### config.mk
export PLATFORM = sky130hd
export DESIGN_NAME = ssc_device_flat
export DESIGN_NICKNAME = d
export VERILOG_FILES = /design/src/verilog/ssc_pkg.sv /design/src/verilog/ssc_link_if.sv /design/src/verilog/ssc_device.sv /design/src/flat_wrapper.sv
export VERILOG_INCLUDE_DIRS = /design/src /design/src/verilog
export SDC_FILE = /design/constraint.sdc
export NUM_CORES = 1
export LEC_CHECK = 0
export BUFFER_PORTS_ARGS = -buffer_cell sky130_fd_sc_hd__buf_2
export CELL_PAD_IN_SITES_DETAIL_PLACEMENT = 0
export CELL_PAD_IN_SITES_GLOBAL_PLACEMENT = 1
export CORE_AREA = 2 2 105 107
export DETAILED_ROUTE_END_ITERATION = 16
export DIE_AREA = 0 0 107 109
export PLACE_DENSITY = 0.87
export SLEW_MARGIN = 10
export SYNTH_ARGS = -nofsm -noshare
export SYNTH_HDL_FRONTEND = slang
export SYNTH_SLANG_ARGS = --single-unit
### constraint.sdc
create_clock -name mclk_i -period 3.4 [get_ports mclk_i]
set_input_delay 0.17 -clock mclk_i [delete_from_list [all_inputs] [get_ports mclk_i]]
set_output_delay 0.17 -clock mclk_i [all_outputs]
set_load 0.005 [all_outputs]
### src/verilog/ssc_map.svh
// register offsets, reset values, field positions and counts of the
// sync and standby control pair; definitions only
`ifndef SSC_MAP_SVH
`define SSC_MAP_SVH

// device register port offsets (8-bit address, 8-bit data)
`define SSC_PDM_OFS        8'h00
`define SSC_SPCB_OFS       8'h19
`define SSC_ORD_OFS        8'h1a

// device reset values
`define SSC_PDM_RST        8'hff
`define SSC_SPCB_RST       8'h07
`define SSC_ORD_RST        4'h1

// power_down_mask bit positions
`define SSC_PDM_BIAS       7
`define SSC_PDM_MIXOSC     6
`define SSC_PDM_OSC        5
`define SSC_PDM_SPLL       4
`define SSC_PDM_GAIN       3
`define SSC_PDM_FAMP       2
`define SSC_PDM_CONV       0

// serial_port_ctrl_b drive_level field
`define SSC_DRV_MSB        2
`define SSC_DRV_LSB        0

// samples after sync release until output is valid again
`define SSC_VALID_SAMPLES  4'hc
// serial word length in bits
`define SSC_WORD_BITS      6'h20

// host AXI4-Lite register byte offsets
`define SSC_H_CTRL_OFS     5'h00
`define SSC_H_CMD_OFS      5'h04
`define SSC_H_RDATA_OFS    5'h08
`define SSC_H_RXWORD_OFS   5'h0c
`define SSC_H_STAT_OFS     5'h10
// host command field: bit 16 = read only, no write strobe
`define SSC_H_CMD_RD       16

`endif

### src/verilog/ssc_pkg.sv
// types shared by both ends of the sync and standby control link
// assumes ssc_map.svh carries all numeric constants
package ssc_pkg;

  // link state of the device serial port
  typedef enum logic [0:0] {
    SSC_LK_HELD = 1'b0,
    SSC_LK_RUN  = 1'b1
  } ssc_link_t;

  // complete device state
  typedef struct packed {
    logic        sync_meta;
    logic        sync_ok;
    ssc_link_t   link;
    logic [7:0]  mask;
    logic [7:0]  ctl_b;
    logic [3:0]  ord;
    logic [3:0]  div_cnt;
    logic [15:0] frame_cnt;
    logic [5:0]  bit_idx;
    logic        strobe;
    logic        marker;
    logic        sdata;
    logic [31:0] shreg;
    logic [3:0]  valid_cnt;
    logic [7:0]  rdata;
  } ssc_dev_t;

  // host AXI write channel phase
  typedef enum logic [1:0] {
    SSC_WR_IDLE = 2'b00,
    SSC_WR_RESP = 2'b01
  } ssc_wr_t;

  // complete host state
  typedef struct packed {
    ssc_wr_t     wr;
    logic        aw_got;
    logic        w_got;
    logic [4:0]  awaddr;
    logic [31:0] wdata;
    logic        rvalid;
    logic [31:0] rdata;
    logic        sync_hold;
    logic [7:0]  cmd_addr;
    logic [7:0]  cmd_data;
    logic        cmd_wr;
    logic [7:0]  dev_rdata;
    logic        prev_strobe;
    logic [31:0] rx_shift;
    logic [5:0]  rx_cnt;
    logic [31:0] rx_word;
    logic [7:0]  words;
  } ssc_host_t;

endpackage : ssc_pkg

### src/verilog/ssc_link_if.sv
// serial output link, sync input and register port between the device
// end and the host end; one clock shared by both ends
`timescale 1ns/1ps
interface ssc_link_if;
  logic       sync_clear_n;
  logic       serial_bit_strobe;
  logic       frame_marker;
  logic       serial_data;
  logic       reg_wr;
  logic [7:0] reg_addr;
  logic [7:0] reg_wdata;
  logic [7:0] reg_rdata;

  modport device (
    input  sync_clear_n, reg_wr, reg_addr, reg_wdata,
    output serial_bit_strobe, frame_marker, serial_data, reg_rdata
  );
  modport host (
    output sync_clear_n, reg_wr, reg_addr, reg_wdata,
    input  serial_bit_strobe, frame_marker, serial_data, reg_rdata
  );
endinterface : ssc_link_if

### src/verilog/ssc_device.sv
// device end: sync handling, serial output port and standby mask
// assumes the host keeps its side of the link and mclk_i is the
// modulator clock; data_i is sampled at each frame start
//
// Decided for this implementation: the register offsets and the AXI4-Lite slave port.
`timescale 1ns/1ps
`include "ssc_map.svh"
module ssc_device #(
  parameter logic [15:0] FRAME_CLKS = 16'h0100  // modulator clocks per output sample
) (
  // clock and reset
  input  wire logic        mclk_i,
  input  wire logic        reset_i,
  // link to the host
  ssc_link_if.device       link,
  // sample to transmit
  input  wire logic [31:0] data_i,
  // status towards analog logic
  output logic             modulator_reset_o,
  output logic             sample_valid_o,
  output logic [2:0]       drive_level_o,
  // standby controls
  output logic             bias_off_o,
  output logic             mixer_osc_synth_standby_o,
  output logic             osc_pump_out_oe_o,
  output logic             oscillator_standby_o,
  output logic             sampling_pll_standby_o,
  output logic             sampler_pump_out_oe_o,
  output logic             clock_buffer_off_o,
  output logic             gain_dac_standby_o,
  output logic             gain_ctl_out_oe_o,
  output logic             front_amp_mixer_standby_o,
  output logic             mixer_cap_node_oe_o,
  output logic             converter_standby_o,
  output logic             filter_clock_halt_o,
  output logic             common_mode_out_oe_o,
  output logic             master_ref_standby_o
);

  ssc_pkg::ssc_dev_t st;
  ssc_pkg::ssc_dev_t next_st;
  logic              div_wrap;
  logic              frame_start;
  logic              frozen;

  // counter wraps; divider of zero treated as one
  assign div_wrap    = (st.div_cnt + 4'h1 >= st.ord) || (st.ord == 4'h0);
  assign frame_start = (st.frame_cnt == 16'h0000);
  // converter standby halts the filter clock, outputs stay static
  assign frozen      = st.mask[`SSC_PDM_CONV];

  // next state of the whole device
  always_comb begin
    next_st = st;
    next_st.sync_meta = link.sync_clear_n;
    next_st.sync_ok   = st.sync_meta;

    if (link.reg_wr) begin
      case (link.reg_addr)
        `SSC_PDM_OFS:  next_st.mask  = link.reg_wdata;
        `SSC_SPCB_OFS: next_st.ctl_b = link.reg_wdata & 8'h8f;
        `SSC_ORD_OFS:  next_st.ord   = link.reg_wdata[3:0];
        default:       next_st.mask  = next_st.mask;
      endcase
    end

    // read data always tracks the addressed register
    case (link.reg_addr)
      `SSC_PDM_OFS:  next_st.rdata = st.mask;
      `SSC_SPCB_OFS: next_st.rdata = st.ctl_b;
      `SSC_ORD_OFS:  next_st.rdata = {4'h0, st.ord};
      default:       next_st.rdata = 8'h00;
    endcase

    case (st.link)
      ssc_pkg::SSC_LK_HELD: begin
        next_st.div_cnt   = 4'h0;
        next_st.frame_cnt = 16'h0001;  // first marker a full frame later
        next_st.bit_idx   = `SSC_WORD_BITS;
        next_st.valid_cnt = 4'h0;
        next_st.strobe    = 1'b1;
        next_st.marker    = 1'b0;
        next_st.sdata     = 1'b1;
        if (st.sync_ok) begin
          next_st.link = ssc_pkg::SSC_LK_RUN;
        end
      end
      ssc_pkg::SSC_LK_RUN: begin
        if (!st.sync_ok) begin
          next_st.link      = ssc_pkg::SSC_LK_HELD;
          next_st.div_cnt   = 4'h0;
          next_st.frame_cnt = 16'h0001;
          next_st.valid_cnt = 4'h0;
          next_st.strobe    = 1'b1;
          next_st.marker    = 1'b0;
          next_st.sdata     = 1'b1;
        end else if (!frozen) begin
          if (st.frame_cnt + 16'h0001 >= FRAME_CLKS) begin
            next_st.frame_cnt = 16'h0000;
          end else begin
            next_st.frame_cnt = st.frame_cnt + 16'h0001;
          end
          if (frame_start) begin
            // new sample: marker for one bit period, first bit out
            next_st.shreg   = {data_i[30:0], 1'b1};
            next_st.sdata   = data_i[31];
            next_st.bit_idx = 6'h01;
            next_st.marker  = 1'b1;
            next_st.strobe  = 1'b1;
            next_st.div_cnt = 4'h0;
            // valid from the twelfth sample on
            if (st.valid_cnt != `SSC_VALID_SAMPLES) begin
              next_st.valid_cnt = st.valid_cnt + 4'h1;
            end
          end else if (div_wrap) begin
            // strobe toggles one divider period after release
            next_st.div_cnt = 4'h0;
            next_st.strobe  = ~st.strobe;
            if (!st.strobe) begin
              // rising strobe starts the next bit; idle bits high
              next_st.marker = 1'b0;
              if (st.bit_idx < `SSC_WORD_BITS) begin
                next_st.sdata   = st.shreg[31];
                next_st.shreg   = {st.shreg[30:0], 1'b1};
                next_st.bit_idx = st.bit_idx + 6'h01;
              end else begin
                next_st.sdata = 1'b1;
              end
            end
          end else begin
            next_st.div_cnt = st.div_cnt + 4'h1;
          end
        end
      end
      default: begin
        next_st.link = ssc_pkg::SSC_LK_HELD;
      end
    endcase
  end

  // state register
  always_ff @(posedge mclk_i) begin
    if (reset_i) begin
      st           <= '0;
      st.mask      <= `SSC_PDM_RST;
      st.ctl_b     <= `SSC_SPCB_RST;
      st.ord       <= `SSC_ORD_RST;
      st.frame_cnt <= 16'h0001;
      st.bit_idx   <= `SSC_WORD_BITS;
      st.strobe    <= 1'b1;
      st.sdata     <= 1'b1;
    end else begin
      st <= next_st;
    end
  end

  // link outputs straight from flops
  assign link.serial_bit_strobe = st.strobe;
  assign link.frame_marker      = st.marker;
  assign link.serial_data       = st.sdata;
  assign link.reg_rdata         = st.rdata;

  // no synthesizer counter lives here, sync cannot reach one
  assign modulator_reset_o = (st.link == ssc_pkg::SSC_LK_HELD);
  assign sample_valid_o    = (st.valid_cnt == `SSC_VALID_SAMPLES);
  assign drive_level_o     = st.ctl_b[`SSC_DRV_MSB:`SSC_DRV_LSB];

  assign bias_off_o                = st.mask[`SSC_PDM_BIAS];
  assign mixer_osc_synth_standby_o = st.mask[`SSC_PDM_MIXOSC];
  assign osc_pump_out_oe_o         = ~st.mask[`SSC_PDM_MIXOSC];
  assign oscillator_standby_o      = st.mask[`SSC_PDM_OSC];
  assign sampling_pll_standby_o    = st.mask[`SSC_PDM_SPLL];
  assign sampler_pump_out_oe_o     = ~st.mask[`SSC_PDM_SPLL];
  // buffer off only when both users are down
  assign clock_buffer_off_o        = st.mask[`SSC_PDM_SPLL] & st.mask[`SSC_PDM_CONV];
  // gain DAC and its gain control output enable
  assign gain_dac_standby_o        = st.mask[`SSC_PDM_GAIN];
  assign gain_ctl_out_oe_o         = ~st.mask[`SSC_PDM_GAIN];
  assign front_amp_mixer_standby_o = st.mask[`SSC_PDM_FAMP];
  assign mixer_cap_node_oe_o       = ~st.mask[`SSC_PDM_FAMP];
  assign converter_standby_o       = st.mask[`SSC_PDM_CONV];
  assign filter_clock_halt_o       = st.mask[`SSC_PDM_CONV];
  assign common_mode_out_oe_o      = ~st.mask[`SSC_PDM_CONV];
  // unused bit 1 does not count as a block
  assign master_ref_standby_o      = &{st.mask[7:2], st.mask[0]};

endmodule : ssc_device

### src/flat_wrapper.sv
// flat-port wrapper written by rule: the top's interface ports become plain ports
module ssc_device_flat 
#(
  parameter logic [15:0] FRAME_CLKS = 16'h0100                                       
)
  (mclk_i, reset_i, data_i, modulator_reset_o, sample_valid_o, drive_level_o, bias_off_o, mixer_osc_synth_standby_o, osc_pump_out_oe_o, oscillator_standby_o, sampling_pll_standby_o, sampler_pump_out_oe_o, clock_buffer_off_o, gain_dac_standby_o, gain_ctl_out_oe_o, front_amp_mixer_standby_o, mixer_cap_node_oe_o, converter_standby_o, filter_clock_halt_o, common_mode_out_oe_o, master_ref_standby_o, link_sync_clear_n, link_reg_wr, link_reg_addr, link_reg_wdata, link_serial_bit_strobe, link_frame_marker, link_serial_data, link_reg_rdata);
  ssc_link_if link_i ();
  input  wire logic mclk_i;
  input  wire logic reset_i;
  input  wire logic [31:0] data_i;
  output logic modulator_reset_o;
  output logic sample_valid_o;
  output logic [2:0] drive_level_o;
  output logic bias_off_o;
  output logic mixer_osc_synth_standby_o;
  output logic osc_pump_out_oe_o;
  output logic oscillator_standby_o;
  output logic sampling_pll_standby_o;
  output logic sampler_pump_out_oe_o;
  output logic clock_buffer_off_o;
  output logic gain_dac_standby_o;
  output logic gain_ctl_out_oe_o;
  output logic front_amp_mixer_standby_o;
  output logic mixer_cap_node_oe_o;
  output logic converter_standby_o;
  output logic filter_clock_halt_o;
  output logic common_mode_out_oe_o;
  output logic master_ref_standby_o;
  input wire logic [$bits(link_i.sync_clear_n)-1:0] link_sync_clear_n;
  input wire logic [$bits(link_i.reg_wr)-1:0] link_reg_wr;
  input wire logic [$bits(link_i.reg_addr)-1:0] link_reg_addr;
  input wire logic [$bits(link_i.reg_wdata)-1:0] link_reg_wdata;
  output wire logic [$bits(link_i.serial_bit_strobe)-1:0] link_serial_bit_strobe;
  output wire logic [$bits(link_i.frame_marker)-1:0] link_frame_marker;
  output wire logic [$bits(link_i.serial_data)-1:0] link_serial_data;
  output wire logic [$bits(link_i.reg_rdata)-1:0] link_reg_rdata;
  assign link_i.sync_clear_n = link_sync_clear_n;
  assign link_i.reg_wr = link_reg_wr;
  assign link_i.reg_addr = link_reg_addr;
  assign link_i.reg_wdata = link_reg_wdata;
  assign link_serial_bit_strobe = link_i.serial_bit_strobe;
  assign link_frame_marker = link_i.frame_marker;
  assign link_serial_data = link_i.serial_data;
  assign link_reg_rdata = link_i.reg_rdata;
  ssc_device #(.FRAME_CLKS(FRAME_CLKS)) u_core (.mclk_i(mclk_i), .reset_i(reset_i), .link(link_i), .data_i(data_i), .modulator_reset_o(modulator_reset_o), .sample_valid_o(sample_valid_o), .drive_level_o(drive_level_o), .bias_off_o(bias_off_o), .mixer_osc_synth_standby_o(mixer_osc_synth_standby_o), .osc_pump_out_oe_o(osc_pump_out_oe_o), .oscillator_standby_o(oscillator_standby_o), .sampling_pll_standby_o(sampling_pll_standby_o), .sampler_pump_out_oe_o(sampler_pump_out_oe_o), .clock_buffer_off_o(clock_buffer_off_o), .gain_dac_standby_o(gain_dac_standby_o), .gain_ctl_out_oe_o(gain_ctl_out_oe_o), .front_amp_mixer_standby_o(front_amp_mixer_standby_o), .mixer_cap_node_oe_o(mixer_cap_node_oe_o), .converter_standby_o(converter_standby_o), .filter_clock_halt_o(filter_clock_halt_o), .common_mode_out_oe_o(common_mode_out_oe_o), .master_ref_standby_o(master_ref_standby_o));
endmodule
Word-level counts from Yosys, hierarchy flattened
Index checks and enable logic that the tools add are counted.

Register bits after elaboration: 93. Bits of input ports: 52. Output and inout bits: 31. Word-level logic and storage cells: 81.

Add/subtract/negate cells: 4. Order comparisons: 3. Eq/ne operators: 15. Muxes and demuxes: 21. Bitwise gates (word level): 8. Reductions and logical operators: 15.

Operators with widths (number): two-way mux 41 bit (2); two-way mux 65 bit (1); case mux 29 bit (2 select lines) (1); two-way mux 34 bit (1); two-way mux 32 bit (1); case mux 8 bit (3 select lines) (1); two-way mux 20 bit (1); two-way mux 4 bit (5); two-way mux 6 bit (3); != test 3 bit (second input constant) (6); adder 16 x 1 -> 16 bit (second input constant) (1); equality test 8 x 5 -> 1 bit (second input constant) (2); greater-or-equal comparator 16 x 9 -> 1 bit (second input constant) (1); logical NOT 16 bit (1); two-way mux 16 bit (1); != test 4 bit (second input constant) (3); adder 4 x 1 -> 4 bit (second input constant) (2); logical NOT 8 bit (1); case mux 4 bit (2 select lines) (1); AND reduction 2 bit (4); NOT 1 bit (7); AND reduction 7 bit (1); adder 6 x 1 -> 6 bit (second input constant) (1); < comparator 6 bit (second input constant) (1); 13 further kinds (17).

Depth between registers and ports, before layout
Word-level depth: 8. Mapped depth: 10. Depth with buffers taken out: 9.

Worst setup path before layout
No wires, ideal clock.

Kind: register to register. Start point: register u_core.st[69] (netlist name). End point: register u_core.st[12] (netlist name). Library setup time: 128 ps. Arrival time: 2229 ps. Data required time: 3272 ps. Path slack: 1043 ps. Cell stages (with the launch flop): 11. Buffers on the path: 2. Period minus slack after synthesis: 2357 ps. Path through: dfxtp_1 -> ha_1 -> ha_1 -> a21o_1 -> a21o_1 -> a211o_1 -> buf_2 -> buf_1 -> a21o_1 -> a21oi_1 -> nor2_1.

Word-level cells in the longest chain between the ends: 5.

RTL lines: start: declaration (line ssc_device.sv:40) `ssc_pkg::ssc_dev_t st;`; start signal: assignment (line ssc_device.sv:153) `st <= next_st;`; adder 4 x 1 -> 4 bit (line ssc_device.sv:47) `assign div_wrap = (st.div_cnt + 4'h1 >= st.ord) || (st.ord == 4'h0);`; greater-or-equal comparator 4 bit (line ssc_device.sv:47); logical OR 1 bit (line ssc_device.sv:47); nonzero test 2 bit (no line); AND reduction 6 bit (no line).

Every way passes these cells. A chain may end at the register's enable or synchronous reset.

Final worst setup path
Start point: register u_core.st[69] (netlist name). End point: register u_core.st[51] (netlist name).

Word-level cells in the longest chain between the ends: 5.

RTL lines (line): adder 4 x 1 -> 4 bit (ssc_device.sv:47); greater-or-equal comparator 4 bit (ssc_device.sv:47); logical OR 1 bit (ssc_device.sv:47); != test 3 bit (no line); AND reduction 5 bit (no line).

Every way passes these cells.

==> summary.json <==
{
  "placed_cells": 718,
  "timing_worst_setup_path_type": "reg2reg",
  "power.sequential.fraction": 0.559,
  "max_clock_freq_ghz": 0.377,
  "vdd_ir_drop_max_mv": 0.165,
  "synthArstFlopShare": 0,
  "post-cts-setup-buffer-count": 0,
  "clock_power_share": 0.410,
  "stdcell_count": 735,
  "worst_setup_path_start_kind": "flop",
  "vias": 4337,
  "worst_pin_slew_ps": 814,
  "outcome": "finished, final reports clean",
  "drt_wl_total_um": 11800,
  "floorplan.die.width_um": 107,
  "cts.root.buffer_cell": "sky130_fd_sc_hd__clkbuf_8",
  "postCtsResizedCells": 0,
  "syn_area_per_cell_um2": 8.64,
  "timing.setup.tns_ps": 0,
  "synth-main-ff-cell": "sky130_fd_sc_hd__dfxtp_1",
  "number_of_sinks_handled_by_clock_tree_synthesis": 93,
  "total_leakage_power_nw": 2.15,
  "switchingPower_w": 0.000413,
  "worstSkewPairLatency_ps": 370,
  "vias_per_cell": 5.90,
  "yosysSeqAreaShare": 0.401,
  "max_flop_register": "u_core.st",
  "floorplan.io_pins": 83,
  "rsz0062_at_grt": "false",
  "worst_setup_path_startpoint": "u_core.st[69]",
  "design.final.nets": 652,
  "antenna_cells_inserted": 0,
  "grt_first_pass_wirelength_um": 19700,
  "share_of_final_layout_standard_cells_stronger_than_drive_strength_1": 0.208,
  "synth.cell_area_um2": 4640,
  "gp_congestion": 0.913,
  "cellPowerDensity_nw_per_um2": 371,
  "count_of_final_hold_check_violations": 0,
  "start_util": 0.438,
  "detail_route.wl_per_cell_um": 16.0,
  "grt_antenna_before_repair": 0,
  "power.share.switching": 0.211,
  "route.detailed.drc": 0,
  "clock_tree.buffer_depth": 2,
  "cts_inserted_buffers": 9,
  "min_path_type": "in2reg",
  "area_overhead_of_the_layout_relative_to_synthesis_pct": 13.6,
  "cts.htree.levels": 3,
  "minimum_setup_slack_among_reg_to_reg_paths_ps": 750,
  "fin_area_um2": 5270,
  "internal_power_w": 0.00154,
  "largest_register_ffs": 71,
  "relative_max_transition_margin": 0.457,
  "cts.reportedPaths.clkPinSlew_ps": 90,
  "final-max-slew-violation-count": 0,
  "placed_cell_area_um2": 5040,
  "port-buffer-count": 82,
  "final_min_period_over_clock_period": 0.780,
  "dr.first_iter.drc_count": 241,
  "netlist_instances": 537,
  "rows": 38,
  "cp.required_ps": 3680,
  "worst_r2r_endpoint": "u_core.st[51]",
  "synth_edf_count": 0,
  "die_h_um": 109,
  "share_comb_of_total_power": 0.031,
  "synth_seq_cells": 93,
  "die_area_um2": 11700,
  "detail_route.first_pass.iterations": 5,
  "ant_nets": 0,
  "rr_startpoint": "u_core.st[69]",
  "reg2regPathDepth": 9,
  "fin_crit_ps": 2650,
  "worst_setup_path_end_kind": "flop",
  "clock_tree_from_tritoncts": "done",
  "grt_overflow": 0,
  "grt_pass1_vias": 4025,
  "setup_viol": 0,
  "cap_viol_max_count": 0,
  "yosysWarnings": 0,
  "synth.net_count": 599,
  "worst_setup_path_endpoint": "u_core.st[51]",
  "ys_types": 56,
  "final.setup_skew_ps": 10.3,
  "cp.arrival_ps": 2940,
  "critical_path_maximum_fanout": 19,
  "overall_track_demand_over_capacity_in_global_routing": 0.210,
  "core_region_area_um2": 10600,
  "pin_count_of_the_biggest_net_entering_global_routing": 44,
  "dp_hpwl_um": 7870
}
==> power by group through the flow <==
stage          combinational, W  sequential (W)  clock, W
4_1_cts               0.0000618         0.00109  0.000824
5_1_grt               0.0000669         0.00109  0.000865
3_5_place_dp          0.0000610         0.00112         0
2_1_floorplan         0.0000201         0.00112         0
3_3_place_gp          0.0000605         0.00112         0
6_report              0.0000609         0.00109  0.000800
==> critical path, cell delays in order, from the launching register on <==
cell and delay [ps]:
sky130_fd_sc_hd__dfxtp_1 350, sky130_fd_sc_hd__ha_1 330, sky130_fd_sc_hd__ha_1 280, sky130_fd_sc_hd__a21o_1 110
sky130_fd_sc_hd__a21o_1 110, sky130_fd_sc_hd__a211o_1 270, sky130_fd_sc_hd__buf_4 290, sky130_fd_sc_hd__nand3_1 140
sky130_fd_sc_hd__or4_1 530, sky130_fd_sc_hd__a31oi_1 170
==> cells in the final DEF (no fill, tap or decap), types with 2 or more instances in the layout <==
master                     count
sky130_fd_sc_hd__nor2b_1       4
sky130_fd_sc_hd__nand2_1      44
sky130_fd_sc_hd__clkbuf_8     13
sky130_fd_sc_hd__nor3_1        4
sky130_fd_sc_hd__mux2i_1       8
sky130_fd_sc_hd__nor2_2        2
sky130_fd_sc_hd__nor2_1       24
sky130_fd_sc_hd__nand4_1       5
sky130_fd_sc_hd__or2_2         5
sky130_fd_sc_hd__inv_1        16
sky130_fd_sc_hd__o21ai_0       4
sky130_fd_sc_hd__nand2b_1      4
sky130_fd_sc_hd__ha_1         10
sky130_fd_sc_hd__nor4b_1       2
sky130_fd_sc_hd__or3_1         4
sky130_fd_sc_hd__nand3_1      32
sky130_fd_sc_hd__xnor2_1       5
sky130_fd_sc_hd__xor2_1        4
sky130_fd_sc_hd__and4_1        4
sky130_fd_sc_hd__o211ai_1      6
sky130_fd_sc_hd__dfxtp_1      93
sky130_fd_sc_hd__buf_2        82
sky130_fd_sc_hd__a211oi_1     25
sky130_fd_sc_hd__a21oi_1      25
sky130_fd_sc_hd__a222oi_1      4
sky130_fd_sc_hd__a31oi_1       7
sky130_fd_sc_hd__o21ai_1       4
sky130_fd_sc_hd__nor4_1        8
sky130_fd_sc_hd__and3_1       13
sky130_fd_sc_hd__buf_4        12
sky130_fd_sc_hd__o22ai_1      25
sky130_fd_sc_hd__o221ai_1      6
sky130_fd_sc_hd__a22oi_1       4
sky130_fd_sc_hd__o31ai_1      30
sky130_fd_sc_hd__a21o_1       31
sky130_fd_sc_hd__or4_1         3
==> synthesized netlist by cell type, drive strengths merged, types with 10 or more instances <==
cell	count	area, um2
clkbuf	27	101
ha	10	125
inv	16	60.1
o31ai	31	238
and3	15	100
a21o	31	233
nor2	26	97.6
nand3	32	160
buf	26	181
o22ai	25	156
a21oi	25	125
dfxtp	93	1860
nand2	44	165
a211oi	25	188
==> cell type report <==
class,count,area [um2]
fill,1023,5330
multi-input combinational,374,2440
sequential,93,1860
timing repair buffer,95,510
clock buffer,14,183
tap,140,175
inverter,17,63.8
clock inverter,2,38.8
==> how the worst min path moves through the flow <==
stage | cells after the start | to | from | slack [ps]
after floorplan | 2 | u_core.bias_off_o | link_reg_wdata[7] | 290
after global placement | 3 | u_core.oscillator_standby_o | link_reg_wdata[5] | 380
after detailed placement | 3 | u_core.oscillator_standby_o | link_reg_wdata[5] | 380
after CTS | 3 | u_core.mixer_osc_synth_standby_o | link_reg_wdata[6] | 9
after global routing | 3 | u_core.mixer_osc_synth_standby_o | link_reg_wdata[6] | 50
final | 3 | u_core.mixer_osc_synth_standby_o | link_reg_wdata[6] | 20
==> metrics by stage <==
step	util	hold WS, ps	total power [W]	setup slack [ps]
after floorplan	-	294	0.00114	1040
after global placement	0.475	380	0.00118	877
after detailed placement	0.475	382	0.00118	793
after CTS	0.497	8.52	0.00198	754
after global routing	0.497	45.4	0.00202	544
final	0.497	23.7	0.00195	748
==> logic make-up after synthesis <==
group / count (synthesis) / synth area share
buffers and inverters: 70 / 0.0747
AOI/OAI and AO/OA: 181 / 0.275
muxes: 8 / 0.0173
adders and majority gates: 10 / 0.0270
and+or+nand+nor: 166 / 0.188
xor gates and xnor gates: 9 / 0.0170
DFF: 93 / 0.401
==> what timing repair did <==
action / 4_1_cts / 5_1_grt
hold buffers: 1 / 0
endpoints found under the hold margin: 1 / 0
setup endpoints to repair: 0 / 0
==> layer usage <==
metal  part of all wire  GRT usage  vias to the layer above
li1                   -          -                     2111
met1               0.46      0.288                     2068
met2               0.47      0.332                      144
met3              0.056     0.0365                       14
met4              0.015     0.0779                        0
met5                  0          0                        -
No activity file was read; power rests on OpenSTA's default activity.
